## src/design/iac_pkg.sv

```systemverilog
package iac_pkg;

	localparam int CLK_HZ      = 20_000_000;
	localparam int SAMPLE_SPS  = 20_000;
	localparam int NUM_CH      = 4;
	localparam int SLOT_CYC    = CLK_HZ / (SAMPLE_SPS * NUM_CH);
	localparam int RESP_RAW_US = 75;
	localparam int RESP_AVG_US = 300;
	localparam int RESP_RAW_CYC = (RESP_RAW_US * (CLK_HZ / 1_000_000));
	localparam int RESP_AVG_CYC = (RESP_AVG_US * (CLK_HZ / 1_000_000));
	localparam int SCLK_MAX_HZ = 10_000_000;
	localparam int ADC_BITS    = 12;
	localparam int AVG_DEPTH   = 4;

	localparam logic [5:0] RAW_BASE = 6'h01;
	localparam logic [5:0] AVG_BASE = 6'h05;
	localparam logic [3:0][5:0] UPPER_OFS = {6'h0C, 6'h0B, 6'h0A, 6'h09};
	localparam logic [3:0][5:0] LOWER_OFS = {6'h0F, 6'h0E, 6'h0D, 6'h10};
	localparam logic [5:0] STATUS_OFS = 6'h12;
	localparam logic [5:0] IRQ_EN_OFS = 6'h13;
	localparam logic [5:0] CTRL_OFS   = 6'h14;

	localparam int MODE_BIT      = 12;
	localparam int CRC_ON_BIT    = 7;
	localparam int STAT_LINK_CRC = 8;
	localparam int STAT_FRAME    = 9;
	localparam int STAT_FCRC     = 12;

	localparam logic [15:0] UPPER_RST  = 16'h0FFF;
	localparam logic [15:0] LOWER_RST  = 16'h0000;
	localparam logic [15:0] CTRL_RST   = 16'h0000;
	localparam logic [15:0] IRQ_EN_RST = 16'h0000;

	localparam int HDR_BITS  = 8;
	localparam int RW_BIT    = 6;
	localparam logic [6:0] FRAME_PLAIN = 7'h18;
	localparam logic [6:0] FRAME_CRC   = 7'h20;
	localparam logic [6:0] CNT_MAX     = 7'h7F;
	localparam logic [7:0] CRC_POLY    = 8'h07;
	localparam logic [7:0] CRC_INIT    = 8'h00;

	typedef enum logic [0:0] {IAC_HYST = 1'b0, IAC_WINDOW = 1'b1} iac_style_t;

	// crc over 24 bits, bit 0 first
	function automatic logic [7:0] iac_crc8(input logic [23:0] d);
		logic [7:0] c;
		logic       fb;
		c = CRC_INIT;
		for (int i = 0; i < 24; i++)
		begin
			fb = c[7] ^ d[i];
			c  = {c[6:0], 1'b0} ^ (fb ? CRC_POLY : 8'h00);
		end
		return c;
	endfunction

endpackage

```

## src/design/iac_core.sv

```systemverilog
`timescale 1ns/10ps
//////////////////////////////////////////////////////////////////////////////
module iac_core
	import iac_pkg::*;
#(
	parameter int N_CH = 4
)
(
	input  wire logic          clk,
	input  wire logic          nrst,
	input  wire logic          sclk,
	input  wire logic          cs_n,
	input  wire logic          sdi,
	output logic               sdo,
	output logic               sdo_oe,
	output logic [N_CH-1:0]    compare_out_pin,
	output logic               compare_oe,
	output logic               alert_out,
	output logic               alert_oe,
	output logic               sample_req,
	output logic [1:0]         sample_chan,
	input  wire logic          sample_valid,
	input  wire logic [1:0]    sample_chan_in,
	input  wire logic [11:0]   sample_data,
	input  wire logic [7:0]    sample_check,
	output logic               sample_ready
);

	generate
		if (N_CH != NUM_CH || SLOT_CYC < 2 || SLOT_CYC > 255)
		begin : g_chk
			$error("iac_core serves four channels and a slot of 2..255 cycles");
		end
	endgenerate

	typedef struct packed {
		logic [1:0]              sclk_sy;
		logic [1:0]              cs_sy;
		logic [1:0]              sdi_sy;
		logic                    sclk_d;
		logic                    cs_d;
		logic [6:0]              bit_cnt;
		logic [31:0]             shin;
		logic [23:0]             shout;
		logic [3:0][15:0]        upper;
		logic [3:0][15:0]        lower;
		logic [15:0]             ctrl;
		logic [15:0]             irq_en;
		logic [15:0]             status;
		logic [3:0][11:0]        raw;
		logic [3:0][11:0]        avg;
		logic [3:0][3:0][11:0]   hist;
		logic [3:0]              cmp;
		logic                    pend;
		logic [1:0]              pch;
		logic [7:0]              slot_cnt;
		logic                    req;
		logic [1:0]              req_chan;
		logic                    sdo;
		logic                    sdo_oe;
		logic                    cmp_oe;
		logic                    alert_oe;
	} iac_state_t;

	iac_state_t s;
	iac_state_t next_s;

	logic        bo_valid;
	logic [21:0] bo_data;
	logic        bo_ready;
	logic [13:0] hsum;
	logic [11:0] cur_v;
	logic [11:0] cur_hi;
	logic [11:0] cur_lo;
	logic        cur_style;
	logic        cur_new;

	//////////////////////////////////////////////////////////////////////////
	// two-entry buffer on the converter data path
	iac_buf2 #(
		.W     (22),
		.DEPTH (2)
	) u_buf (
		.clk       (clk),
		.nrst      (nrst),
		.in_valid  (sample_valid),
		.in_data   ({sample_chan_in, sample_data, sample_check}),
		.in_ready  (sample_ready),
		.out_valid (bo_valid),
		.out_data  (bo_data),
		.out_ready (bo_ready)
	);

	assign bo_ready = ~s.pend;

	//////////////////////////////////////////////////////////////////////////
	// comparator operands for the channel in stage two
	assign hsum = 14'({2'b00, s.hist[s.pch][0]}) + 14'({2'b00, s.hist[s.pch][1]})
		+ 14'({2'b00, s.hist[s.pch][2]}) + 14'({2'b00, s.hist[s.pch][3]});
	assign cur_v     = s.ctrl[s.pch] ? hsum[13:2] : s.raw[s.pch];
	assign cur_hi    = s.upper[s.pch][11:0];
	assign cur_lo    = s.lower[s.pch][11:0];
	assign cur_style = s.upper[s.pch][MODE_BIT];

	function automatic logic cmp_eval(input logic sty, input logic [11:0] v,
		input logic [11:0] hi, input logic [11:0] lo, input logic prev);
		if (sty == IAC_WINDOW)
			return (v > hi) || (v < lo);
		else if (v > hi)
			return 1'b1;
		else if (v < lo)
			return 1'b0;
		else
			return prev;
	endfunction

	assign cur_new = cmp_eval(cur_style, cur_v, cur_hi, cur_lo, s.cmp[s.pch]);

	function automatic logic [15:0] reg_read(input logic [5:0] a);
		reg_read = 16'h0000;
		for (int c = 0; c < 4; c++)
		begin
			if (a == RAW_BASE + 6'(c))
				reg_read = {4'h0, s.raw[c]};
			if (a == AVG_BASE + 6'(c))
				reg_read = {4'h0, s.avg[c]};
			if (a == UPPER_OFS[c])
				reg_read = s.upper[c];
			if (a == LOWER_OFS[c])
				reg_read = s.lower[c];
		end
		if (a == STATUS_OFS)
			reg_read = s.status;
		if (a == IRQ_EN_OFS)
			reg_read = s.irq_en;
		if (a == CTRL_OFS)
			reg_read = s.ctrl;
	endfunction

	//////////////////////////////////////////////////////////////////////////
	// next state
	always_comb
	begin
		logic        in_frame;
		logic        sclk_rise;
		logic        sclk_fall;
		logic        cs_rise;
		logic        crc_on;
		logic [7:0]  hdr;
		logic [15:0] rd;
		logic [6:0]  exp_bits;
		logic [6:0]  idx;
		logic [1:0]  ch;
		next_s    = s;
		in_frame  = ~s.cs_sy[1];
		sclk_rise = s.sclk_sy[1] & ~s.sclk_d;
		sclk_fall = ~s.sclk_sy[1] & s.sclk_d;
		cs_rise   = s.cs_sy[1] & ~s.cs_d;
		crc_on    = s.ctrl[CRC_ON_BIT];
		exp_bits  = crc_on ? FRAME_CRC : FRAME_PLAIN;
		hdr       = {s.sdi_sy[1], s.shin[6:0]};
		rd        = reg_read(hdr[5:0]);
		idx       = s.bit_cnt - 7'(HDR_BITS);
		ch        = bo_data[21:20];

		next_s.sclk_sy = {s.sclk_sy[0], sclk};
		next_s.cs_sy   = {s.cs_sy[0], cs_n};
		next_s.sdi_sy  = {s.sdi_sy[0], sdi};
		next_s.sclk_d  = s.sclk_sy[1];
		next_s.cs_d    = s.cs_sy[1];

		// free-running conversion requests
		next_s.req = 1'b0;
		if (s.slot_cnt == 8'(SLOT_CYC - 1))
		begin
			next_s.slot_cnt = 8'h00;
			next_s.req      = 1'b1;
			next_s.req_chan = s.req_chan + 2'h1;
		end
		else
			next_s.slot_cnt = s.slot_cnt + 8'h01;

		// serial frame
		if (!in_frame)
		begin
			next_s.sdo_oe = 1'b0;
			next_s.sdo    = 1'b0;
			if (s.cs_sy[1] && !s.cs_d)
				next_s.bit_cnt = 7'h00;
		end
		if (in_frame && s.cs_d)
			next_s.bit_cnt = 7'h00;
		if (in_frame && sclk_rise)
		begin
			if (s.bit_cnt < FRAME_CRC)
				next_s.shin[s.bit_cnt[4:0]] = s.sdi_sy[1];
			if (s.bit_cnt != CNT_MAX)
				next_s.bit_cnt = s.bit_cnt + 7'h01;
			if (s.bit_cnt == 7'(HDR_BITS - 1) && !hdr[RW_BIT])
			begin
				next_s.shout = {iac_crc8({rd, hdr}), rd};
				if (hdr[5:0] == STATUS_OFS)
					next_s.status = 16'h0000;
			end
		end
		if (in_frame && sclk_fall && !s.shin[RW_BIT] && s.bit_cnt >= 7'(HDR_BITS))
		begin
			if (idx < (crc_on ? 7'h18 : 7'h10))
			begin
				next_s.sdo_oe = 1'b1;
				next_s.sdo    = s.shout[idx[4:0]];
			end
			else
				next_s.sdo_oe = 1'b0;
		end

		// frame end
		if (cs_rise)
		begin
			if (s.bit_cnt < exp_bits)
				next_s.status[STAT_FRAME] = 1'b1;
			else if (crc_on && s.shin[31:24] != iac_crc8(s.shin[23:0]))
				next_s.status[STAT_FCRC] = 1'b1;
			else if (s.shin[RW_BIT])
			begin
				for (int c = 0; c < 4; c++)
				begin
					if (s.shin[5:0] == UPPER_OFS[c])
						next_s.upper[c] = s.shin[23:8];
					if (s.shin[5:0] == LOWER_OFS[c])
						next_s.lower[c] = s.shin[23:8];
				end
				if (s.shin[5:0] == IRQ_EN_OFS)
					next_s.irq_en = s.shin[23:8];
				if (s.shin[5:0] == CTRL_OFS)
					next_s.ctrl = s.shin[23:8];
			end
		end

		// stage one: take a converter word
		next_s.pend = 1'b0;
		if (bo_valid && !s.pend)
		begin
			if (iac_crc8({10'h000, bo_data[21:8]}) == bo_data[7:0])
			begin
				next_s.raw[ch]  = bo_data[19:8];
				next_s.hist[ch] = {s.hist[ch][2:0], bo_data[19:8]};
				next_s.pend     = 1'b1;
				next_s.pch      = ch;
			end
			else
				next_s.status[STAT_LINK_CRC] = 1'b1;
		end

		// stage two: average and compare
		if (s.pend)
		begin
			next_s.avg[s.pch] = hsum[13:2];
			next_s.cmp[s.pch] = cur_new;
			if (cur_new != s.cmp[s.pch])
				next_s.status[s.pch] = 1'b1;
		end

		next_s.cmp_oe   = in_frame;
		next_s.alert_oe = |(s.status & s.irq_en);
	end

	always_ff @(posedge clk or negedge nrst)
	begin
		if (!nrst)
		begin
			s         <= '0;
			s.upper   <= {4{UPPER_RST}};
			s.lower   <= {4{LOWER_RST}};
			s.ctrl    <= CTRL_RST;
			s.irq_en  <= IRQ_EN_RST;
			s.sclk_sy <= 2'b00;
			s.cs_sy   <= 2'b11;
			s.cs_d    <= 1'b1;
		end
		else
			s <= next_s;
	end

	assign sdo             = s.sdo;
	assign sdo_oe          = s.sdo_oe;
	assign compare_out_pin = s.cmp;
	assign compare_oe      = s.cmp_oe;
	assign alert_out       = 1'b0;
	assign alert_oe        = s.alert_oe;
	assign sample_req      = s.req;
	assign sample_chan     = s.req_chan;

	//////////////////////////////////////////////////////////////////////////
	// checks
	a_sdo_float: assert property (@(posedge clk) disable iff (!nrst)
		s.cs_sy[1] |=> !sdo_oe)
		else $error("serial output driven while select high");

	a_cmp_float: assert property (@(posedge clk) disable iff (!nrst)
		s.cs_sy[1] |=> !compare_oe)
		else $error("comparator pins driven while select high");

	a_req_spacing: assert property (@(posedge clk) disable iff (!nrst)
		sample_req |=> !sample_req [*8])
		else $error("conversion requests too close");

	a_alert_follow: assert property (@(posedge clk) disable iff (!nrst)
		|(s.status & s.irq_en) |=> alert_oe && !alert_out)
		else $error("enabled cause did not pull alert");

	a_bad_check: assert property (@(posedge clk) disable iff (!nrst)
		bo_valid && !s.pend && iac_crc8({10'h000, bo_data[21:8]}) != bo_data[7:0]
		|=> s.status[STAT_LINK_CRC] && !s.pend)
		else $error("bad internal word not flagged or not discarded");

	a_window_high: assert property (@(posedge clk) disable iff (!nrst)
		s.pend && cur_style && (cur_v > cur_hi || cur_v < cur_lo) |=> s.cmp[$past(s.pch)])
		else $error("window style output not high outside limits");

	a_hyst_keep: assert property (@(posedge clk) disable iff (!nrst)
		s.pend && !cur_style && cur_v <= cur_hi && cur_v >= cur_lo |=> $stable(s.cmp))
		else $error("hysteresis output moved inside limits");

	a_change_flag: assert property (@(posedge clk) disable iff (!nrst)
		$changed(s.cmp) |-> (s.status[3:0] & (s.cmp ^ $past(s.cmp))) != 4'h0)
		else $error("comparator change not latched");

	a_reset_dflt: assert property (@(posedge clk)
		$rose(nrst) |-> !s.ctrl[CRC_ON_BIT] && !s.upper[0][MODE_BIT])
		else $error("frame check or style not default after reset");

endmodule

```

## src/design/iac_buf2.sv

```systemverilog
`timescale 1ns/10ps
module iac_buf2
	import iac_pkg::*;
#(
	parameter int W     = 22,
	parameter int DEPTH = 2
)
(
	input  wire logic         clk,
	input  wire logic         nrst,
	input  wire logic         in_valid,
	input  wire logic [W-1:0] in_data,
	output logic              in_ready,
	output logic              out_valid,
	output logic [W-1:0]      out_data,
	input  wire logic         out_ready
);

	generate
		if (DEPTH != 2 || W < 1)
		begin : g_chk
			$error("iac_buf2 serves exactly two entries");
		end
	endgenerate

	typedef struct packed {
		logic         head_v;
		logic [W-1:0] head;
		logic         tail_v;
		logic [W-1:0] tail;
		logic         rdy;
	} iac_buf_t;

	iac_buf_t s;
	iac_buf_t next_s;

	always_comb
	begin
		logic pop;
		logic push;
		next_s = s;
		pop    = s.head_v & out_ready;
		push   = in_valid & ~s.tail_v;
		if (pop)
		begin
			next_s.head_v = s.tail_v;
			next_s.head   = s.tail;
			next_s.tail_v = 1'b0;
		end
		if (push)
		begin
			if (!next_s.head_v)
			begin
				next_s.head_v = 1'b1;
				next_s.head   = in_data;
			end
			else
			begin
				next_s.tail_v = 1'b1;
				next_s.tail   = in_data;
			end
		end
		// ready leaves from a flop, same timing as ~tail_v
		next_s.rdy = ~next_s.tail_v;
	end

	always_ff @(posedge clk or negedge nrst)
	begin
		if (!nrst)
		begin
			s     <= '0;
			s.rdy <= 1'b1;
		end
		else
			s <= next_s;
	end

	assign in_ready  = s.rdy;
	assign out_valid = s.head_v;
	assign out_data  = s.head;

	a_no_overrun: assert property (@(posedge clk) disable iff (!nrst)
		s.tail_v && !out_ready |=> s.tail_v && $stable(s.tail))
		else $error("buffer entry lost under stall");

endmodule

```

## config.mk

```make
export PLATFORM = sky130hd
export DESIGN_NAME = iac_core
export DESIGN_NICKNAME = d
export VERILOG_FILES = /design/src/design/iac_pkg.sv /design/src/design/iac_core.sv /design/src/design/iac_buf2.sv
export SDC_FILE = /design/constraint.sdc
export NUM_CORES = 1
export LEC_CHECK = 0
export BUFFER_PORTS_ARGS = -buffer_cell sky130_fd_sc_hd__buf_2
export CORE_UTILIZATION = 44
export CTS_BUF_LIST = sky130_fd_sc_hd__clkbuf_4 sky130_fd_sc_hd__clkbuf_8 sky130_fd_sc_hd__clkbuf_16
export DETAILED_ROUTE_END_ITERATION = 8
export GPL_TIMING_DRIVEN = 1
export PLACE_DENSITY = 0.69
export SYNTH_ARGS = -nofsm -noshare
export SYNTH_HDL_FRONTEND = slang
export SYNTH_SLANG_ARGS = --single-unit
```

## constraint.sdc

```tcl
create_clock -name clk -period 16.05 [get_ports clk]
set_input_delay 3.21 -clock clk [delete_from_list [all_inputs] [get_ports clk]]
set_output_delay 3.21 -clock clk [all_outputs]
set_load 0.05 [all_outputs]
```

**After elaboration in Yosys (flattened, before gate mapping)**

Cells that the tools add are included.

- Register bits: 604
- Output and inout bits: 13
- Logic and storage cells: 423

- $add $sub $neg: 7
- Magnitude comparators: 14
- Equal/unequal tests: 25
- Mux-type cells: 154
- Bitwise operators: 132
- Reduce and logical (&&, ||, !) cells: 33

Operators with widths:

| operator | count |
|---|---|
| 8-bit by 3-bit XOR with 8-bit output | 55 |
| 16-bit 2-to-1 mux | 22 |
| 3-bit 2-to-1 mux | 68 |
| 48-bit binary-select mux with 2-bit select | 2 |
| 192-bit bitwise mux | 1 |
| 48-bit bitwise mux | 2 |
| 48-bit demux with 2-bit select | 1 |
| 48-bit 2-to-1 mux | 2 |
| 12-bit 2-to-1 mux | 7 |
| 16-bit binary-select mux with 2-bit select | 2 |
| 63-bit 2-to-1 mux | 1 |
| 5-bit AND reduction | 10 |
| 12-bit demux with 2-bit select | 2 |
| 6-bit by 4-bit equality test with 1-bit output (second input constant) | 8 |
| 24-bit 2-to-1 mux | 2 |
| 46-bit 2-to-1 mux | 1 |
| 1-bit XOR | 43 |
| 36-bit 2-to-1 mux | 1 |
| 32-bit bitwise mux | 1 |
| 32-bit 2-to-1 mux | 1 |
| 7-bit 2-to-1 mux | 4 |
| 12-bit binary-select mux with 2-bit select | 1 |
| 6-bit by 3-bit equality test with 1-bit output (second input constant) | 4 |
| 6-bit by 5-bit equality test with 1-bit output (second input constant) | 4 |
| other kinds (54) | 120 |

**Logic depth before layout (Yosys ltp)**

Gate-level depths: netlist of the first run.

- Depth after elaboration: 70
- Mapped depth: 29
- Gate-level depth less buffers: 26

**Modules after synthesis**

A second synthesis of the first run with hierarchy kept.

- Cell total of the unflattened synthesis: 2710
- Area total of the unflattened synthesis: 31940.6 µm²

By module, submodules not included:

| module | times used | cells an instance | area each (µm²) | sequential area each (µm²) |
|---|---|---|---|---|
| iac_core | 1 | 2559 | 29746.0 | 12575.8 |
| iac_buf2 | 1 | 151 | 2194.6 | 1177.4 |

**Worst setup path before layout of the first run**

OpenSTA, ideal clock, no wires.

- Path kind: register -> register
- Start point: reg s[15] (netlist bit)
- End point: reg s, in the netlist compare_out_pin[3]
- Arrival time: 6868 ps
- Slack: 9048 ps
- Stages on the path, launching flop included: 30
- Path buffers: 3
- Path through: dfrtp_1 -> clkbuf_1 -> buf_1 -> buf_1 -> mux4_2 -> inv_1 -> fa_1 -> inv_1 -> fa_1 -> and3_1 -> fa_1 -> a21o_1 -> a21oi_1 -> o21bai_1 -> a21oi_1 -> o21ai_0 -> a21oi_1 -> o21ai_0 -> a21o_1 -> a21oi_1 -> o21ai_0 -> ha_1 -> nand3_1 -> a21oi_1 -> a221o_1 -> a31oi_1 -> nand3_1 -> o41a_1 -> nor3_1 -> o21ai_0

- Word-level cells in the longest chain between the ends: 11
- Elaborated cells between the ends (all ways): 28
- Classes of those cells: add/sub (3); order compare (4); mux (19); reduce/logical (2)

Ends and longest elaborated chain:

| what | RTL line | text |
|---|---|---|
| start: declaration | iac_core.sv:65 | `iac_state_t s;` |
| start signal: assignment | iac_core.sv:282 | `s <= next_s;` |
| 48-bit binary-select mux with 2-bit select | iac_core.sv:98, iac_core.sv:99 |  |
| 48-bit 2-to-1 mux (not written as such) | iac_core.sv:99 | `+ 14'({2'b00, s.hist[s.pch][2]}) + 14'({2'b00, s.hist[s.pch][3]});` |
| 12-bit by 12-bit adder with 13-bit output | iac_core.sv:98 | `assign hsum = 14'({2'b00, s.hist[s.pch][0]}) + 14'({2'b00, s.hist[s.pch][1]})` |
| 13-bit by 12-bit adder with 14-bit output | iac_core.sv:99 |  |
| 14-bit by 12-bit adder with 14-bit output | iac_core.sv:99 |  |
| 12-bit 2-to-1 mux | iac_core.sv:100 | `assign cur_v = s.ctrl[s.pch] ? hsum[13:2] : s.raw[s.pch];` |
| 12-bit less-than comparator | iac_core.sv:108, iac_core.sv:111 |  |
| 1-bit 2-to-1 mux | iac_core.sv:111 | `else if (v < lo)` |
| 1-bit 2-to-1 mux | iac_core.sv:109 | `else if (v > hi)` |
| 1-bit 2-to-1 mux | iac_core.sv:107 | `if (sty == IAC_WINDOW)` |
| 4-bit bitwise mux * | iac_core.sv:259 | `next_s.cmp[s.pch] = cur_new;` |

Every way passes the cells marked *; elsewhere a longest branch is shown, timed or not. The select of a mux whose other input is x is not followed.
A chain may end at the register's enable or synchronous reset.

**Final worst setup path of the first run**

- Start point: reg s[15] (netlist bit)
- End point: reg s, in the netlist compare_out_pin[1]

Same word-level chain as after synthesis.

==> flow_summary.toml, run 1 <==
[logic_synthesis]
avgSynthCellArea_um2 = 11.8
yosysSeqAreaShare_pct = 43.6
synth-seq-cells = 547
synth_compound_area_share_pct = 9.84
yosysWarningCount = 0
syn_area_um2 = 31600
synth_ff_type = "dfrtp_1"
synthMuxAreaShare_pct = 25.3
syn-num-nets = 2779
syn_inst = 2672
synth_top_family_by_area = "multiplexers"
synth_xor_area_share_pct = 4.66
synth_edf_count = 0
synth-async-reset-ratio_pct = 100
synthSimpleGateAreaFrac_pct = 8.15
synth.distinct_cells = 85
synth_fa_ha_area_share_pct = 3.73

[outcome]
status = "finished, final reports clean"

[floorplanning]
die_height_um = 270
start_util_pct = 44.8
die_area_um2 = 72800
io_pins = 41
fp-row-count = 97
die_w_um = 270
core_um2 = 70500

[sta]
worstMarginPinSlew_ns = 1.27
fmax_mhz = 130
slew_viol_final = 0
fin_crit_ns = 7.69
timing.setup.tns_ns = 0
slew_headroom_pct = 15.1
timing.final.crit_share_pct = 47.9
clock_skew_ns = 0.0266
setup_viol = 0
hold_viol = 0
rsz0062_at_grt = "false"

[global_route]
grt_start_max_net_pins = 168
grt_pass1_wl_um = 142000
track_usage_pct = 25.1
grt_pass1_vias = 22613
antenna_found_initial = 0
grt_overflow = 0

[critical_path]
cp_data_arrival_time_ns = 8.21
crit_type = "flop to flop"
cp_cell_sequence = "buf_4 > mux4_2 > inv_1 > fa_1 > fa_1 > inv_1 > ha_1 > a21oi_1 > o21ai_0 > o41ai_1 > o21ai_0 > a21oi_1 > xor2_1 > o21ai_0 > ha_1 > nand3_1 > a21oi_1 > a221o_1 > a31oi_1 > nand3_1 > o41a_1 > nor3_1 > o21ai_0"
crit_top_cell = "o21ai_0"
slowest_stage = "dfrtp_4"
cp_max_fo = 50
start_kind = "flop"
crit_required_ns = 16.58
cp-end-kind = "flop"
max_stage_delay_ns = 1.11
r2r_cells = 23

[power_and_ir_drop]
swShare_pct = 33.6
p_seq_share_pct = 36.5
p_total_mw = 4.31
pwr-share-clk_pct = 33.5
power.density_nw_per_um2 = 125
p_leak_nw = 15.5
combPwrFrac_pct = 30.0
netSwitchingPower_mw = 1.45
p_int_mw = 2.86
irDropWorstVdd_uv = 92.7

[drt]
wl_met3_um = 6370
m1WireLength_um = 38300
postRouteAntennaNets = 0
avgRoutedWirePerCell_um = 25.3
wl_met2_um = 42500
drt_iter0_drc = 2236
routed_via_density = 6.14
drt_wl_total_um = 91300
drc = 0
top_layer_used = "met4"
drt_first_pass_iters = 6
vias = 22155

[clocking]
hold_buffers = 0
cts.path.max_buffers = 3
root_buffer = "clkbuf_16"
worstSkewPairLatency_ns = 0.66
cts_setup_buffers = 0
cts.sinks = 547
path_clk_slew_ns = 0.06
cts_tree = "built"
cts_buffers = 60
cts_resized = 0
htreeDepth = 2

[final_layout]
area_delta_synth_final_pct = 8.89
most-common-layout-cells = "dfrtp_1, mux2_2, nand2_1, o21ai_0, inv_1"
final_common_cell = "dfrtp_1"
fin_nets = 2725
fill_cells = 6211
drive_above_1_share_pct = 30.2

[hold_path]
hold_depth = 0
hp-class = "flop to flop"

[run]
cap_violations = 0

[placement]
routabilityCongestion = 0.966
port_buffers = 39
hpwl_um = 62400
kinds of logic (layout without fill, tap and decap cells):
family / count (synthesis) / after routing
other: 1 / 2
DFF: 547 / 547
buffers and inverters: 322 / 320
and+or+nand+nor: 516 / 516
adders and majority gates: 80 / 80
AOI/OAI and AO/OA: 490 / 490
xor gates and xnor gates: 155 / 155
muxes: 561 / 561
metrics by stage:
| step | utilization, % | instance area, um2 | std cells | worst slack (ns) | hold WS, ns |
|---|---|---|---|---|---|
| after floorplan | - | 31600 | 2672 | 9.05 | 0.331 |
| after detailed placement | 45.8 | 32300 | 3496 | 8.37 | 0.343 |
| after global placement | 45.8 | 32300 | 3496 | 8.56 | 0.343 |
| after CTS | 48.7 | 34400 | 3610 | 8.33 | 0.357 |
| after global routing | 48.7 | 34400 | 3610 | 7.82 | 0.366 |
| final | 48.8 | 34400 | 3611 | 8.36 | 0.353 |
power groups by stage:
stage | Clock [mW] | Sequential, mW | Combinational (mW)
final | 1.44 | 1.57 | 1.29
after global routing | 1.51 | 1.58 | 1.39
after CTS | 1.46 | 1.57 | 1.29
after detailed placement | 0 | 1.60 | 1.28
after global placement | 0 | 1.59 | 1.25
after floorplan | 0 | 1.52 | 1.01
path summary, 6_finish.rpt:
path | slack [ns] | startpoint | end
setup / recovery | 8.36 | s[15] | compare_out_pin[1]
hold / removal | 0.35 | next_s[552] | s[552]
setup reg to reg | 8.36 | s[15] | compare_out_pin[1]
hold reg to reg | 0.35 | next_s[552] | s[552]
max in group asynchronous | 11.01 | nrst | u_buf.out_data[20]
min in group asynchronous | 2.59 | nrst | s[552]
cells in the mapped netlist, drive strengths merged (5+ instances only):
cell / instances / area, um2
a211oi: 10 / 75.1
nand2b: 19 / 119
dfrtp: 495 / 12400
nand4: 17 / 106
o221ai: 11 / 96.3
and2: 15 / 93.8
xor2: 40 / 358
o21bai: 7 / 52.6
a21o: 13 / 97.6
dfstp: 52 / 1370
nor2b: 18 / 113
nor2: 76 / 448
clkbuf: 119 / 448
fa: 24 / 480
nand3: 66 / 330
xnor3: 6 / 135
ha: 55 / 688
o21ai: 188 / 941
a32o: 6 / 60.1
nor3b: 5 / 42.5
nor3: 17 / 85.1
o211ai: 18 / 135
o22ai: 17 / 106
nand2: 233 / 875
and3: 22 / 138
a32oi: 8 / 70.1
a221oi: 14 / 123
a2111oi: 5 / 43.8
o2bb2ai: 8 / 70.1
mux4: 117 / 2640
buf: 81 / 604
nand3b: 9 / 80.1
a22o: 11 / 97.6
a22oi: 10 / 75.1
inv: 122 / 458
o31ai: 10 / 75.1
a21oi: 89 / 445
o211a: 5 / 50.1
xnor2: 109 / 977
mux2: 416 / 5060
a31oi: 15 / 93.8
mux2i: 28 / 280
o21a: 8 / 60.1
critical path, delay by kind of cell, from the launching register on:
kind | cells | cell delay [ns]
buf+inv | 3 | 0.79
flops | 1 | 1.11
compound gates | 11 | 2.44
fa+ha+maj | 4 | 1.54
simple gates | 3 | 0.63
xor+xnor | 1 | 0.38
mux | 1 | 0.60
flip-flops by register name, indices dropped and copies added, names as in the netlist:
register         count
compare_out_pin      4
u_buf.s             23
u_buf.out_valid      1
sample_req           1
compare_oe           1
s                  484
u_buf.out_data      22
sample_chan          2
u_buf.in_ready       1
sdo                  1
alert_oe             1
sdo_oe               1
next_s               5
per-layer routing:
metal	vias to the layer above	track usage, %
li1	9539	-
met1	11360	33.9
met2	1024	40.0
met3	232	4.07
met4	0	11.3
met5	-	0
cell type report:
type,instances,area (um2),area share [%]
Clock buffer,86,1780,5.19
Timing Repair Buffer,84,556,1.62
Multi-Input combinational cell,1803,16300,47.5
Sequential cell,547,13800,40.0
Antenna cell,1,2.50,0.00728
Clock inverter,28,308,0.895
Tap cell,940,1180,3.42
Inverter,122,458,1.33
No activity file was read; power rests on OpenSTA's default activity.
==> inputs of run 2 (changes only) <==
--- a/config.mk
+++ b/config.mk
@@ -10,7 +10,7 @@
 export CTS_BUF_LIST = sky130_fd_sc_hd__clkbuf_4 sky130_fd_sc_hd__clkbuf_8 sky130_fd_sc_hd__clkbuf_16
 export DETAILED_ROUTE_END_ITERATION = 8
 export GPL_TIMING_DRIVEN = 1
-export PLACE_DENSITY = 0.69
+export PLACE_DENSITY = 0.71
 export SYNTH_ARGS = -nofsm -noshare
 export SYNTH_HDL_FRONTEND = slang
 export SYNTH_SLANG_ARGS = --single-unit
==> constraint.sdc (replaced) <==
create_clock -name clk -period 6.3 [get_ports clk]
set_input_delay 1.26 -clock clk [delete_from_list [all_inputs] [get_ports clk]]
set_output_delay 1.26 -clock clk [all_outputs]
set_load 0.05 [all_outputs]
==> run 2 against run 1 <==
Compared with the run above:
- critical path depth up 3
- combinational power rose to 2.7 times the previous value
- maximum frequency up 25%
- non-clock buffer count up 56
- utilization up 0.85 points
- first-iteration DRC count up 15%
- clock skew up 0.0041 ns
- highest routed layer is now met5
==> flow_summary.toml, run 2 (same netlist as run 1, synthesis figures left out) <==
[critical_path]
r2r_cells = 26
cp_max_fo = 7
rrSetupSlack_ns = 0.17
max_stage_delay_ns = 0.50
r2r_end = "s[312]"
start_kind = "flop"
worstReg2RegStart = "s[15]"
cp_data_arrival_time_ns = 6.65
cp-end-kind = "flop"
slowest_stage = "mux4_2"
crit_type = "flop to flop"
crit_required_ns = 6.82

[drt]
drt_wl_total_um = 92700
drt_first_pass_iters = 6
drt_iter0_drc = 2571
avgRoutedWirePerCell_um = 25.3
vias = 22555
routed_via_density = 6.16
drc = 0
postRouteAntennaNets = 0

[final_layout]
final_common_cell = "dfrtp_1"
drive_above_1_share_pct = 32.3
largest_reg_flops = 484
fin_nets = 2779
area_delta_synth_final_pct = 10.8
regMostFlops = "s"
fill_cells = 6107
most-common-layout-cells = "dfrtp_1, mux2_2, nand2_1, o21ai_0, inv_1"
design_area_um2 = 35000
instances_no_fill = 3662

[clocking]
hold_buffers = 0
cts.sinks = 547
cts.path.max_buffers = 3
cts_buffers = 58
worstSkewPairLatency_ns = 0.65
root_buffer = "clkbuf_16"
cts_tree = "built"
path_clk_slew_ns = 0.06
htreeDepth = 2

[floorplanning]
fp-row-count = 97
start_util_pct = 44.8
die_area_um2 = 72800
die_height_um = 270
core_um2 = 70500
die_w_um = 270
io_pins = 41

[sta]
setup_viol = 0
slew_headroom_pct = 23.8
fin_crit_ns = 6.13
timing.final.crit_share_pct = 97.3
slew_viol_final = 0
timing.setup.tns_ns = 0
fmax_mhz = 163
clock_skew_ns = 0.0308
hold_viol = 0
rsz0062_at_grt = "true"
worstMarginPinSlew_ns = 1.14

[placement]
place_area_um2 = 32600
hpwl_um = 63900
dp.cells = 3540
port_buffers = 39
routabilityCongestion = 0.986

[power_and_ir_drop]
irDropWorstVdd_uv = 340
p_leak_nw = 15.8
power.density_nw_per_um2 = 320

[global_route]
antenna_found_initial = 2
track_usage_pct = 25.5
grt_pass1_vias = 23308
grt_pass1_wl_um = 144000
grt_overflow = 0
grt_start_max_net_pins = 145

[hold_path]
hold_end = "next_s[549]"
hold_start = "next_s[554]"
hp-class = "flop to flop"
hold_depth = 0

[run]
cap_violations = 0

[outcome]
status = "finished, final reports clean"
==> run 2: what timing repair did <==
| action | in CTS | in global routing |
|---|---|---|
| pin swaps | 0 | 26 |
| setup endpoints to repair | 8 | 8 |
| gates resized for setup | 2 | 38 |
| buffers inserted | 2 | 10 |
| cloned | 0 | 0 |
==> run 2: how the worst max path moves through the flow <==
stage,from,end,slack [ns],cells after the start
global route,s[15],s[311],-0.13,26
CTS,s[15],s[312],0.05,27
global placement,s[15],s[312],0.05,27
detailed placement,s[15],s[312],-0.10,27
floorplan,s[15],compare_out_pin[3],0.0009,28
finish,s[15],s[312],0.17,26
==> run 2: cell type report <==
| cell class | count | area, um2 | share of cell area (%) |
|---|---|---|---|
| Sequential cell | 547 | 13800 | 39.4 |
| Tap cell | 940 | 1180 | 3.36 |
| Inverter | 122 | 458 | 1.31 |
| Multi-Input combinational cell | 1803 | 16500 | 47.0 |
| Clock buffer | 88 | 1810 | 5.17 |
| Clock inverter | 21 | 292 | 0.834 |
| Timing Repair Buffer | 140 | 1020 | 2.93 |
| Antenna cell | 1 | 2.50 | 0.00715 |
==> run 2: routing by layer <==
layer | vias up | track usage [%] | routed length, um
met3 | 274 | 4.56 | 7540
met1 | 11534 | 33.9 | 37300
met4 | 2 | 11.5 | 4580
met2 | 1110 | 40.8 | 43300
li1 | 9635 | - | -
met5 | - | 0 | 12
==> run 2: metrics by stage <==
stage	util, %	hold WS (ns)	total power, mW	worst slack (ns)
floorplan	-	0.331	6.45	0.000932
global placement	46.3	0.339	7.30	0.0456
detailed placement	46.3	0.347	7.43	-0.102
CTS	49.3	0.358	11.1	0.0483
global route	49.6	0.367	11.7	-0.126
finish	49.6	0.356	11.2	0.170
==> run 2: worst max-delay path: cells and delay by family, from the launching register on <==
kind | cells | cell delay [ns]
flip-flops | 1 | 0.49
adder cells (fa/ha/maj) | 4 | 1.58
AND/OR/NAND/NOR | 3 | 0.40
multiplexers | 1 | 0.50
buffers and inverters | 4 | 0.48
XOR/XNOR | 1 | 0.28
AO/OA/AOI/OAI | 13 | 2.27
==> run 2: where the power goes <==
| part | internal (mW) | switching (mW) | total [mW] |
|---|---|---|---|
| clock network | 2.19 | 1.50 | 3.69 |
| registers | 3.71 | 0.263 | 3.97 |
| logic | 1.57 | 1.97 | 3.54 |
| total | 7.47 | 3.73 | 11.2 |
